<file path="src/hw/pcicfg_pkg.sv">
// constants, field layouts and carrier types for the configuration header block
package pcicfg_pkg;

	// ****************************************************************
	// dword indexes of configuration space (byte offset / 4)
	// ****************************************************************
	localparam logic [5:0] DW_STATUS = 6'h01;
	localparam logic [5:0] DW_CLASS = 6'h02;
	localparam logic [5:0] DW_MISC = 6'h03;
	localparam logic [5:0] DW_BAR0 = 6'h04;
	localparam logic [5:0] DW_BAR1 = 6'h05;
	localparam logic [5:0] DW_IOBAR = 6'h06;
	localparam logic [5:0] DW_INITEN = 6'h10;
	localparam logic [5:0] DW_DECODE = 6'h12;

	// ****************************************************************
	// fixed values and reset values
	// ****************************************************************
	localparam logic [23:0] CLASS_CODE = 24'h00_0003;
	localparam logic [7:0] CACHE_LINE = 8'h00;
	localparam logic [7:0] LATENCY = 8'h00;
	localparam logic [7:0] SELF_TEST = 8'h00;
	localparam logic [6:0] HEADER_LOW = 7'h00;
	localparam logic [31:0] MEM0_LOW = 32'h0000_0000;
	localparam logic [31:0] MEM1_LOW = 32'h0000_0008;
	localparam logic [31:0] IO_LOW = 32'h0000_0001;
	localparam logic [31:0] ALL_ONES = 32'hFFFF_FFFF;
	localparam logic [31:0] BAR0_LOCK = 32'h3FC0_0000;
	localparam logic [31:0] BAR1_LOCK = 32'h3800_0000;
	localparam logic [31:0] IO_LOCK = 32'h0000_0700;
	localparam logic IE_HW_RST = 1'b1;
	localparam logic IE_FIFO_RST = 1'b1;
	localparam logic IE_UNLOCK_RST = 1'b0;

	// ****************************************************************
	// field positions
	// ****************************************************************
	localparam int IE_HW_BIT = 8;
	localparam int IE_FIFO_BIT = 9;
	localparam int IE_UNLOCK_BIT = 10;
	localparam int IE_MULTI_BIT = 28;
	localparam int DEC_M0_LSB = 0;
	localparam int DEC_M1_LSB = 4;
	localparam int DEC_IO_LSB = 8;
	localparam int STRAP_FBB = 10;
	localparam int STRAP_MULTI = 11;

	// ****************************************************************
	// window size tables, indexed by size code
	// ****************************************************************
	localparam logic [31:0] MEM_MASK [0:8] = '{32'hF800_0000, 32'hF000_0000,
		32'hE000_0000, 32'hC000_0000, 32'hFC00_0000, 32'hFE00_0000,
		32'hFF00_0000, 32'hFF80_0000, 32'hFFC0_0000};
	localparam logic [31:0] IO_MASK [0:3] = '{32'hFFFF_FF00, 32'hFFFF_FE00,
		32'hFFFF_FC00, 32'hFFFF_F800};

	// ****************************************************************
	// carriers
	// ****************************************************************
	typedef struct packed {
		logic rd;
		logic wr;
		logic [5:0] dw;
		logic [3:0] be;
		logic [31:0] wdata;
	} pcicfg_req_t;

	typedef struct packed {
		logic dpe;
		logic sse;
		logic rma;
		logic rta;
		logic sta;
		logic dpr;
	} pcicfg_events_t;

	typedef struct packed {
		logic reg_win;
		logic fb_win;
		logic io_win;
	} pcicfg_hits_t;

endpackage : pcicfg_pkg

</file>
<file path="src/hw/pcicfg_bars.sv">
// configuration header status, identity and base address registers
`timescale 1ns/100ps
module pcicfg_bars #(
	parameter logic [7:0] REVISION = 8'h5A, // arbitrary value
	parameter logic [1:0] DEVSEL_TIMING = 2'h0
) (
	input wire logic ref_clk,
	input wire logic nrst,
	input wire pcicfg_pkg::pcicfg_req_t cfg_req,
	output logic [31:0] cfg_rdata,
	output logic cfg_ack,
	input wire pcicfg_pkg::pcicfg_events_t bus_events,
	input wire logic [31:0] host_addr,
	input wire logic host_mem_cycle,
	input wire logic host_io_cycle,
	output pcicfg_pkg::pcicfg_hits_t window_hits,
	input wire logic [9:0] strap_pin,
	input wire logic fbb_strap,
	input wire logic multi_func_strap
);

	// ****************************************************************
	// functions
	// ****************************************************************
	// reserved codes fall back to the 128 MB layout of code 0
	function automatic logic [31:0] mem_mask(input logic [3:0] code);
		if (code > 4'h8) begin
			mem_mask = pcicfg_pkg::MEM_MASK[0];
		end else begin
			mem_mask = pcicfg_pkg::MEM_MASK[code];
		end
	endfunction : mem_mask

	function automatic logic [31:0] be_mask(input logic [3:0] be);
		be_mask = {{8{be[3]}}, {8{be[2]}}, {8{be[1]}}, {8{be[0]}}};
	endfunction : be_mask

	function automatic logic [31:0] bar_next(
		input logic [31:0] cur,
		input logic [31:0] dflt,
		input logic [31:0] lock,
		input pcicfg_pkg::pcicfg_req_t r,
		input logic unlock
	);
		logic [31:0] wm;
		wm = be_mask(r.be);
		if (!unlock) begin
			wm = wm & ~lock;
		end
		if (r.be == 4'hF && r.wdata == pcicfg_pkg::ALL_ONES) begin
			bar_next = dflt;
		end else begin
			bar_next = (cur & ~wm) | (r.wdata & wm);
		end
	endfunction : bar_next

	// ****************************************************************
	// strap capture
	// ****************************************************************
	logic [11:0] strap_s1;
	logic [11:0] strap_s2;
	logic [11:0] strap_cap;
	logic init_pend;

	always_ff @(posedge ref_clk) begin
		strap_s1 <= {multi_func_strap, fbb_strap, strap_pin};
		strap_s2 <= strap_s1;
	end

	// only moves while reset is held, so later pin noise never reaches the bases
	always_ff @(posedge ref_clk) begin
		if (!nrst) begin
			strap_cap <= strap_s2;
		end
	end

	// first cycle after release loads the strap-derived defaults
	always_ff @(posedge ref_clk) begin
		if (!nrst) begin
			init_pend <= 1'b1;
		end else begin
			init_pend <= 1'b0;
		end
	end

	// ****************************************************************
	// write decode
	// ****************************************************************
	logic wr_ok;
	logic wr_status;
	logic wr_bar0;
	logic wr_bar1;
	logic wr_iobar;
	logic wr_initen;
	logic wr_decode;

	assign wr_ok = cfg_req.wr && !init_pend;
	assign wr_status = wr_ok && cfg_req.dw == pcicfg_pkg::DW_STATUS && (cfg_req.be[3] || cfg_req.be[2]);
	assign wr_bar0 = wr_ok && cfg_req.dw == pcicfg_pkg::DW_BAR0;
	assign wr_bar1 = wr_ok && cfg_req.dw == pcicfg_pkg::DW_BAR1;
	assign wr_iobar = wr_ok && cfg_req.dw == pcicfg_pkg::DW_IOBAR;
	assign wr_initen = wr_ok && cfg_req.dw == pcicfg_pkg::DW_INITEN;
	assign wr_decode = wr_ok && cfg_req.dw == pcicfg_pkg::DW_DECODE;

	// ****************************************************************
	// status flags
	// ****************************************************************
	pcicfg_pkg::pcicfg_events_t flags;
	pcicfg_pkg::pcicfg_events_t clr;
	logic [15:0] status_word;

	always_comb begin
		clr = '0;
		if (wr_status) begin
			clr.dpe = 1'b1;
			if (cfg_req.be[3]) begin
				clr.sse = cfg_req.wdata[30];
				clr.rma = cfg_req.wdata[29];
				clr.rta = cfg_req.wdata[28];
				clr.sta = cfg_req.wdata[27];
				clr.dpr = cfg_req.wdata[24];
			end
		end
	end

	// an event in the clearing cycle survives the clear
	always_ff @(posedge ref_clk) begin
		if (!nrst) begin
			flags <= '0;
		end else begin
			flags <= (flags & ~clr) | bus_events;
		end
	end

	assign status_word = {flags.dpe, flags.sse, flags.rma, flags.rta, flags.sta,
		DEVSEL_TIMING, flags.dpr, strap_cap[pcicfg_pkg::STRAP_FBB], 7'h00};

	// ****************************************************************
	// control registers
	// ****************************************************************
	logic ie_hw;
	logic ie_fifo;
	logic ie_unlock;
	logic ie_multi;
	logic [9:0] dec;
	logic [31:0] init_word;

	always_ff @(posedge ref_clk) begin
		if (!nrst) begin
			ie_hw <= pcicfg_pkg::IE_HW_RST;
			ie_fifo <= pcicfg_pkg::IE_FIFO_RST;
			ie_unlock <= pcicfg_pkg::IE_UNLOCK_RST;
			ie_multi <= 1'b0;
		end else if (init_pend) begin
			ie_multi <= strap_cap[pcicfg_pkg::STRAP_MULTI];
		end else if (wr_initen) begin
			if (cfg_req.be[1]) begin
				ie_hw <= cfg_req.wdata[pcicfg_pkg::IE_HW_BIT];
				ie_fifo <= cfg_req.wdata[pcicfg_pkg::IE_FIFO_BIT];
				ie_unlock <= cfg_req.wdata[pcicfg_pkg::IE_UNLOCK_BIT];
			end
			if (cfg_req.be[3]) begin
				ie_multi <= cfg_req.wdata[pcicfg_pkg::IE_MULTI_BIT];
			end
		end
	end

	always_ff @(posedge ref_clk) begin
		if (!nrst) begin
			dec <= '0;
		end else if (init_pend) begin
			dec <= strap_cap[9:0];
		end else if (wr_decode) begin
			if (cfg_req.be[0]) begin
				dec[7:0] <= cfg_req.wdata[7:0];
			end
			if (cfg_req.be[1]) begin
				dec[9:8] <= cfg_req.wdata[9:8];
			end
		end
	end

	always_comb begin
		init_word = '0;
		init_word[pcicfg_pkg::IE_HW_BIT] = ie_hw;
		init_word[pcicfg_pkg::IE_FIFO_BIT] = ie_fifo;
		init_word[pcicfg_pkg::IE_UNLOCK_BIT] = ie_unlock;
		init_word[pcicfg_pkg::IE_MULTI_BIT] = ie_multi;
	end

	// ****************************************************************
	// base address registers
	// ****************************************************************
	logic [31:0] bar0;
	logic [31:0] bar1;
	logic [31:0] iobar;
	logic [31:0] m0;
	logic [31:0] m1;
	logic [31:0] mio;
	logic [31:0] d0;
	logic [31:0] d1;
	logic [31:0] dio;

	assign m0 = mem_mask(dec[pcicfg_pkg::DEC_M0_LSB +: 4]);
	assign m1 = mem_mask(dec[pcicfg_pkg::DEC_M1_LSB +: 4]);
	assign mio = pcicfg_pkg::IO_MASK[dec[pcicfg_pkg::DEC_IO_LSB +: 2]];
	assign d0 = mem_mask(strap_cap[3:0]);
	assign d1 = mem_mask(strap_cap[7:4]);
	assign dio = pcicfg_pkg::IO_MASK[strap_cap[9:8]];

	always_ff @(posedge ref_clk) begin
		if (!nrst) begin
			bar0 <= '0;
		end else if (init_pend) begin
			bar0 <= d0;
		end else if (wr_bar0) begin
			bar0 <= bar_next(bar0, d0, pcicfg_pkg::BAR0_LOCK, cfg_req, ie_unlock);
		end
	end

	always_ff @(posedge ref_clk) begin
		if (!nrst) begin
			bar1 <= '0;
		end else if (init_pend) begin
			bar1 <= d1;
		end else if (wr_bar1) begin
			bar1 <= bar_next(bar1, d1, pcicfg_pkg::BAR1_LOCK, cfg_req, ie_unlock);
		end
	end

	always_ff @(posedge ref_clk) begin
		if (!nrst) begin
			iobar <= '0;
		end else if (init_pend) begin
			iobar <= dio;
		end else if (wr_iobar) begin
			iobar <= bar_next(iobar, dio, pcicfg_pkg::IO_LOCK, cfg_req, ie_unlock);
		end
	end

	// ****************************************************************
	// configuration read path
	// ****************************************************************
	logic [31:0] rd_word;

	always_comb begin
		case (cfg_req.dw)
			pcicfg_pkg::DW_STATUS: begin
				rd_word = {status_word, 16'h0000};
			end
			pcicfg_pkg::DW_CLASS: begin
				rd_word = {pcicfg_pkg::CLASS_CODE, REVISION};
			end
			pcicfg_pkg::DW_MISC: begin
				rd_word = {pcicfg_pkg::SELF_TEST, ie_multi, pcicfg_pkg::HEADER_LOW,
					pcicfg_pkg::LATENCY, pcicfg_pkg::CACHE_LINE};
			end
			pcicfg_pkg::DW_BAR0: begin
				rd_word = (bar0 & m0) | pcicfg_pkg::MEM0_LOW;
			end
			pcicfg_pkg::DW_BAR1: begin
				rd_word = (bar1 & m1) | pcicfg_pkg::MEM1_LOW;
			end
			pcicfg_pkg::DW_IOBAR: begin
				rd_word = (iobar & mio) | pcicfg_pkg::IO_LOW;
			end
			pcicfg_pkg::DW_INITEN: begin
				rd_word = init_word;
			end
			pcicfg_pkg::DW_DECODE: begin
				rd_word = {22'h00_0000, dec};
			end
			default: begin
				rd_word = '0;
			end
		endcase
	end

	always_ff @(posedge ref_clk) begin
		if (!nrst) begin
			cfg_rdata <= '0;
			cfg_ack <= 1'b0;
		end else begin
			cfg_ack <= cfg_req.rd || cfg_req.wr;
			cfg_rdata <= cfg_req.rd ? rd_word : '0;
		end
	end

	// ****************************************************************
	// host window decode
	// ****************************************************************
	// one cycle of latency buys a clean registered select
	always_ff @(posedge ref_clk) begin
		if (!nrst) begin
			window_hits <= '0;
		end else begin
			window_hits.reg_win <= host_mem_cycle && !init_pend && ((host_addr ^ bar0) & m0) == '0;
			window_hits.fb_win <= host_mem_cycle && !init_pend && ((host_addr ^ bar1) & m1) == '0;
			window_hits.io_win <= host_io_cycle && !init_pend && ((host_addr ^ iobar) & mio) == '0;
		end
	end
endmodule : pcicfg_bars

</file>
<file path="config.mk">
export PLATFORM = sky130hd
export DESIGN_NAME = pcicfg_bars
export DESIGN_NICKNAME = d
export VERILOG_FILES = /design/src/hw/pcicfg_pkg.sv /design/src/hw/pcicfg_bars.sv
export SDC_FILE = /design/constraint.sdc
export NUM_CORES = 1
export LEC_CHECK = 0
export ABC_AREA = 1
export BUFFER_PORTS_ARGS = -buffer_cell sky130_fd_sc_hd__buf_2
export CORE_MARGIN = 4
export CORE_UTILIZATION = 55
export DETAILED_ROUTE_END_ITERATION = 8
export GPL_TIMING_DRIVEN = 0
export PLACE_DENSITY = 0.81
export SYNTH_ARGS = -nofsm -noshare
export SYNTH_HDL_FRONTEND = slang
export SYNTH_SLANG_ARGS = --single-unit
</file>
<file path="constraint.sdc">
create_clock -name ref_clk -period 2.3 [get_ports ref_clk]
set_input_delay 0.23 -clock ref_clk [delete_from_list [all_inputs] [get_ports ref_clk]]
set_output_delay 0.23 -clock ref_clk [all_outputs]
set_load 0.01 [all_outputs]
</file>
==> flow_metrics.env <==
export IMPL_status="finished clean"
export IMPL_critical_path_class="in -> reg"
export IMPL_intPower_mw=4.73
export IMPL_cts_sinks=137
export IMPL_die_w_um=114
export IMPL_clk_latency_ns=0.54
export IMPL_ioPinCount=134
export IMPL_cts_clk_slew_worst_paths_ns=0.06
export IMPL_pre_cts_slack_ns=0.375
export IMPL_fin_nets=1106
export IMPL_fill_cells=868
export IMPL_final_min_clock_period_ns=2.01
export IMPL_cp_required_ns=2.73
export IMPL_num_antenna_cells=0
export IMPL_multiInputGateArea_um2=2800
export IMPL_switchingPower_mw=1.58
export IMPL_cts_path_max_buffers=2
export IMPL_critPathMostFrequentCell="nor2_1"
export IMPL_place_inst=1096
export IMPL_leakage_nw=3.61
export IMPL_setup_ws_ns=0.287
export IMPL_avgSynthCellArea_um2=7.37
export IMPL_grt_setup_unrepaired="no"
export IMPL_drt_iter0_drc=780
export IMPL_path_max_fanout=10
export IMPL_yosysSeqAreaShare_pct=46.7
export IMPL_syn_num_nets=929
export IMPL_wire_per_inst_um=18.0
export IMPL_gp_congestion=0.980
export IMPL_synth_area_um2=6130
export IMPL_arrival_ns=2.44
export IMPL_grt_pass1_wl_um=32300
export IMPL_sequentialPowerShare_pct=41.7
export IMPL_grt_pass1_vias=6253
export IMPL_fin_skew_ns=0.00896
export IMPL_cts_htree_levels=4
export IMPL_drtAntennaViolNets=0
export IMPL_routed_wl_um=20900
export IMPL_grt_ovfl_total=0
export IMPL_num_rows=38
export IMPL_syn_instance_count=831
export IMPL_cts_root_buf="clkbuf_8"
export IMPL_finalSetupViolations=0
export IMPL_start_kind="primary input"
export IMPL_final_setup_tns_ns=0
export IMPL_grt_max_degree=23
export IMPL_numCtsBuffers=17
export IMPL_cp_slowest_cell="dlygate4sd3_1"
export IMPL_ys_ff_latch=137
export IMPL_dieArea_um2=12900
export IMPL_crit_chain="dlygate4sd3_1, buf_2, nand2_1, nor2_1, nand2_1, nor2_1, nand3_4, nand2_4, buf_2, o21ai_0, a21oi_1, nor2_1"
export IMPL_max_stage_delay_ns=0.53
export IMPL_postCtsSetupBuffers=0
export IMPL_end_kind="flop"
export IMPL_dr_total_vias=6486
export IMPL_start_util_pct=56.3
export IMPL_power_density_nw_per_um2=798
export IMPL_syn_to_final_growth_pct=29.2
export IMPL_grtUsageTotal_pct=32.8
export IMPL_whs_ns=0.0417
export IMPL_drv_cap=0
export IMPL_synth_warnings=0
export IMPL_vias_per_cell=5.59
export IMPL_die_y_um=114
export IMPL_hold_viol=0
export IMPL_max_slew_margin_pct=23.7
export IMPL_period_share_pct=87.5
export IMPL_seq_area_um2=2860
export IMPL_remaining_drc_errors=0
export IMPL_dp_hpwl_um=15000
export IMPL_dr_pass1_iters=5
export IMPL_min_path_type="in -> reg"
export IMPL_p_comb_share_pct=10.9
export IMPL_grt_antenna_before_repair=0
export IMPL_portBuffers=125
export IMPL_synth_distinct_cells=40
export IMPL_clkPwrFrac_pct=47.3
export IMPL_p_sw_share_pct=25.1
export IMPL_core_region_area_um2=10900
export IMPL_ctsResizeCount=0
export IMPL_final_cells=1161
export IMPL_worstMarginPinSlew_ns=1.14
export IMPL_ir_worst_vdd_mv=0.790
export IMPL_slew_viol_final=0
export IMPL_power_mw=6.32
export IMPL_cts_tree="done"
export IMPL_drive_above_1_share_pct=19.1
export IMPL_fmax_ghz=0.497
per-stage QoR:
stage          cell area [um^2]  util (%)
6_report                   7910      72.7
5_1_grt                    7910      72.7
4_1_cts                    7910      72.7
3_5_place_dp               6930      63.6
3_3_place_gp               6930      63.6
2_1_floorplan              6130         -
power by group through the flow:
| stage | sequential [mW] | combinational (mW) | clock, mW |
|---|---|---|---|
| final | 2.64 | 0.690 | 2.99 |
| after global routing | 2.64 | 0.760 | 3.11 |
| after CTS | 2.63 | 0.668 | 3.01 |
| after detailed placement | 2.68 | 0.616 | 0 |
| after global placement | 2.67 | 0.611 | 0 |
| after floorplan | 2.64 | 0.384 | 0 |
per-layer routing:
layer	track usage (%)	wire (um)	vias to the layer above
met5	0	0	-
met4	17.1	942	0
met3	8.59	2310	66
met2	51.6	9520	391
met1	41.4	8120	2936
li1	-	-	3093
layout make-up:
cell class	instances	area share (%)
Buffer	23	1.58
Clock buffer	18	5.55
Clock inverter	14	2.75
Inverter	91	4.32
Multi-Input combinational cell	580	35.3
Sequential cell	137	36.2
Tap cell	140	2.21
Timing Repair Buffer	158	12.1
Yosys cell counts:
library cell / number / area share, %
clkbuf_1: 11 / 0.67
a21oi_1: 51 / 4.2
o21ai_1: 16 / 1.3
nand3_4: 1 / 0.29
o211ai_1: 4 / 0.49
clkinv_1: 1 / 0.061
nor2_4: 2 / 0.37
xor2_1: 15 / 2.1
buf_4: 2 / 0.25
a22o_1: 1 / 0.14
a211oi_1: 4 / 0.49
nor4_1: 2 / 0.20
o21ai_4: 1 / 0.27
nand2_2: 5 / 0.51
inv_2: 9 / 0.55
nand2_1: 196 / 12
o31ai_1: 1 / 0.12
nand4_1: 8 / 0.82
nand3_1: 46 / 3.8
a31oi_1: 18 / 1.8
a31o_2: 1 / 0.14
a41oi_1: 4 / 0.57
xnor2_1: 9 / 1.3
nor2_1: 96 / 5.9
o21ai_2: 2 / 0.29
nor2_2: 3 / 0.31
o221a_2: 1 / 0.18
edfxtp_1: 12 / 5.9
a221oi_1: 2 / 0.29
buf_2: 7 / 0.57
or2_2: 1 / 0.10
o22ai_1: 4 / 0.41
nand2_4: 1 / 0.18
dfxtp_1: 125 / 41
nand3b_1: 2 / 0.25
inv_1: 81 / 5.0
o21ai_0: 64 / 5.2
buf_6: 3 / 0.55
nor3_1: 18 / 1.5
a32oi_1: 1 / 0.14
worst max-delay path, delay by kind of cell:
| family | cells | cell delay [ns] |
|---|---|---|
| AO/OA/AOI/OAI | 2 | 0.35 |
| buffers and inverters | 3 | 0.85 |
| AND/OR/NAND/NOR | 7 | 0.99 |
cells in the final DEF (no fill, tap or decap), types with 3 or more instances in the layout:
master | synthesis | layout
a211oi_1 | 4 | 4
a21oi_1 | 51 | 51
a31oi_1 | 18 | 18
a41oi_1 | 4 | 4
buf_2 | 7 | 132
buf_6 | 3 | 3
bufinv_16 | 0 | 5
clkbuf_1 | 11 | 11
clkbuf_16 | 0 | 17
clkinv_4 | 0 | 4
dfxtp_1 | 125 | 125
dlygate4sd3_1 | 0 | 33
edfxtp_1 | 12 | 12
inv_1 | 81 | 81
inv_2 | 9 | 9
nand2_1 | 196 | 196
nand2_2 | 5 | 5
nand3_1 | 46 | 46
nand4_1 | 8 | 8
nor2_1 | 96 | 96
nor2_2 | 3 | 3
nor3_1 | 18 | 18
o211ai_1 | 4 | 4
o21ai_0 | 64 | 64
o21ai_1 | 16 | 16
o22ai_1 | 4 | 4
xnor2_1 | 9 | 9
xor2_1 | 15 | 15
cell families after synthesis:
family / after synthesis / synth area share [%]
AND/OR/NAND/NOR: 381 / 26.1
AO/OA/AOI/OAI: 175 / 16.1
flip-flops: 137 / 46.7
buffers and inverters: 114 / 7.62
XOR/XNOR: 24 / 3.43
timing repair:
| action | 4_1_cts | 5_1_grt |
|---|---|---|
| endpoints found under the setup margin | 0 | 0 |
| hold endpoints to repair | 33 | 0 |
| hold buffers | 33 | 0 |
worst paths after layout:
check                    from          end  slack (ns)  cells past startpoint
setup / recovery  cfg_req[17]         flop        0.29                     12
hold / removal     cfg_req[9]      ie_fifo        0.04                      3
setup reg to reg    init_pend       dec[4]        0.37                      7
hold reg to reg   strap_s1[9]  strap_s2[9]        0.33                      0
Note: power is estimated with default switching activity, not from simulation.
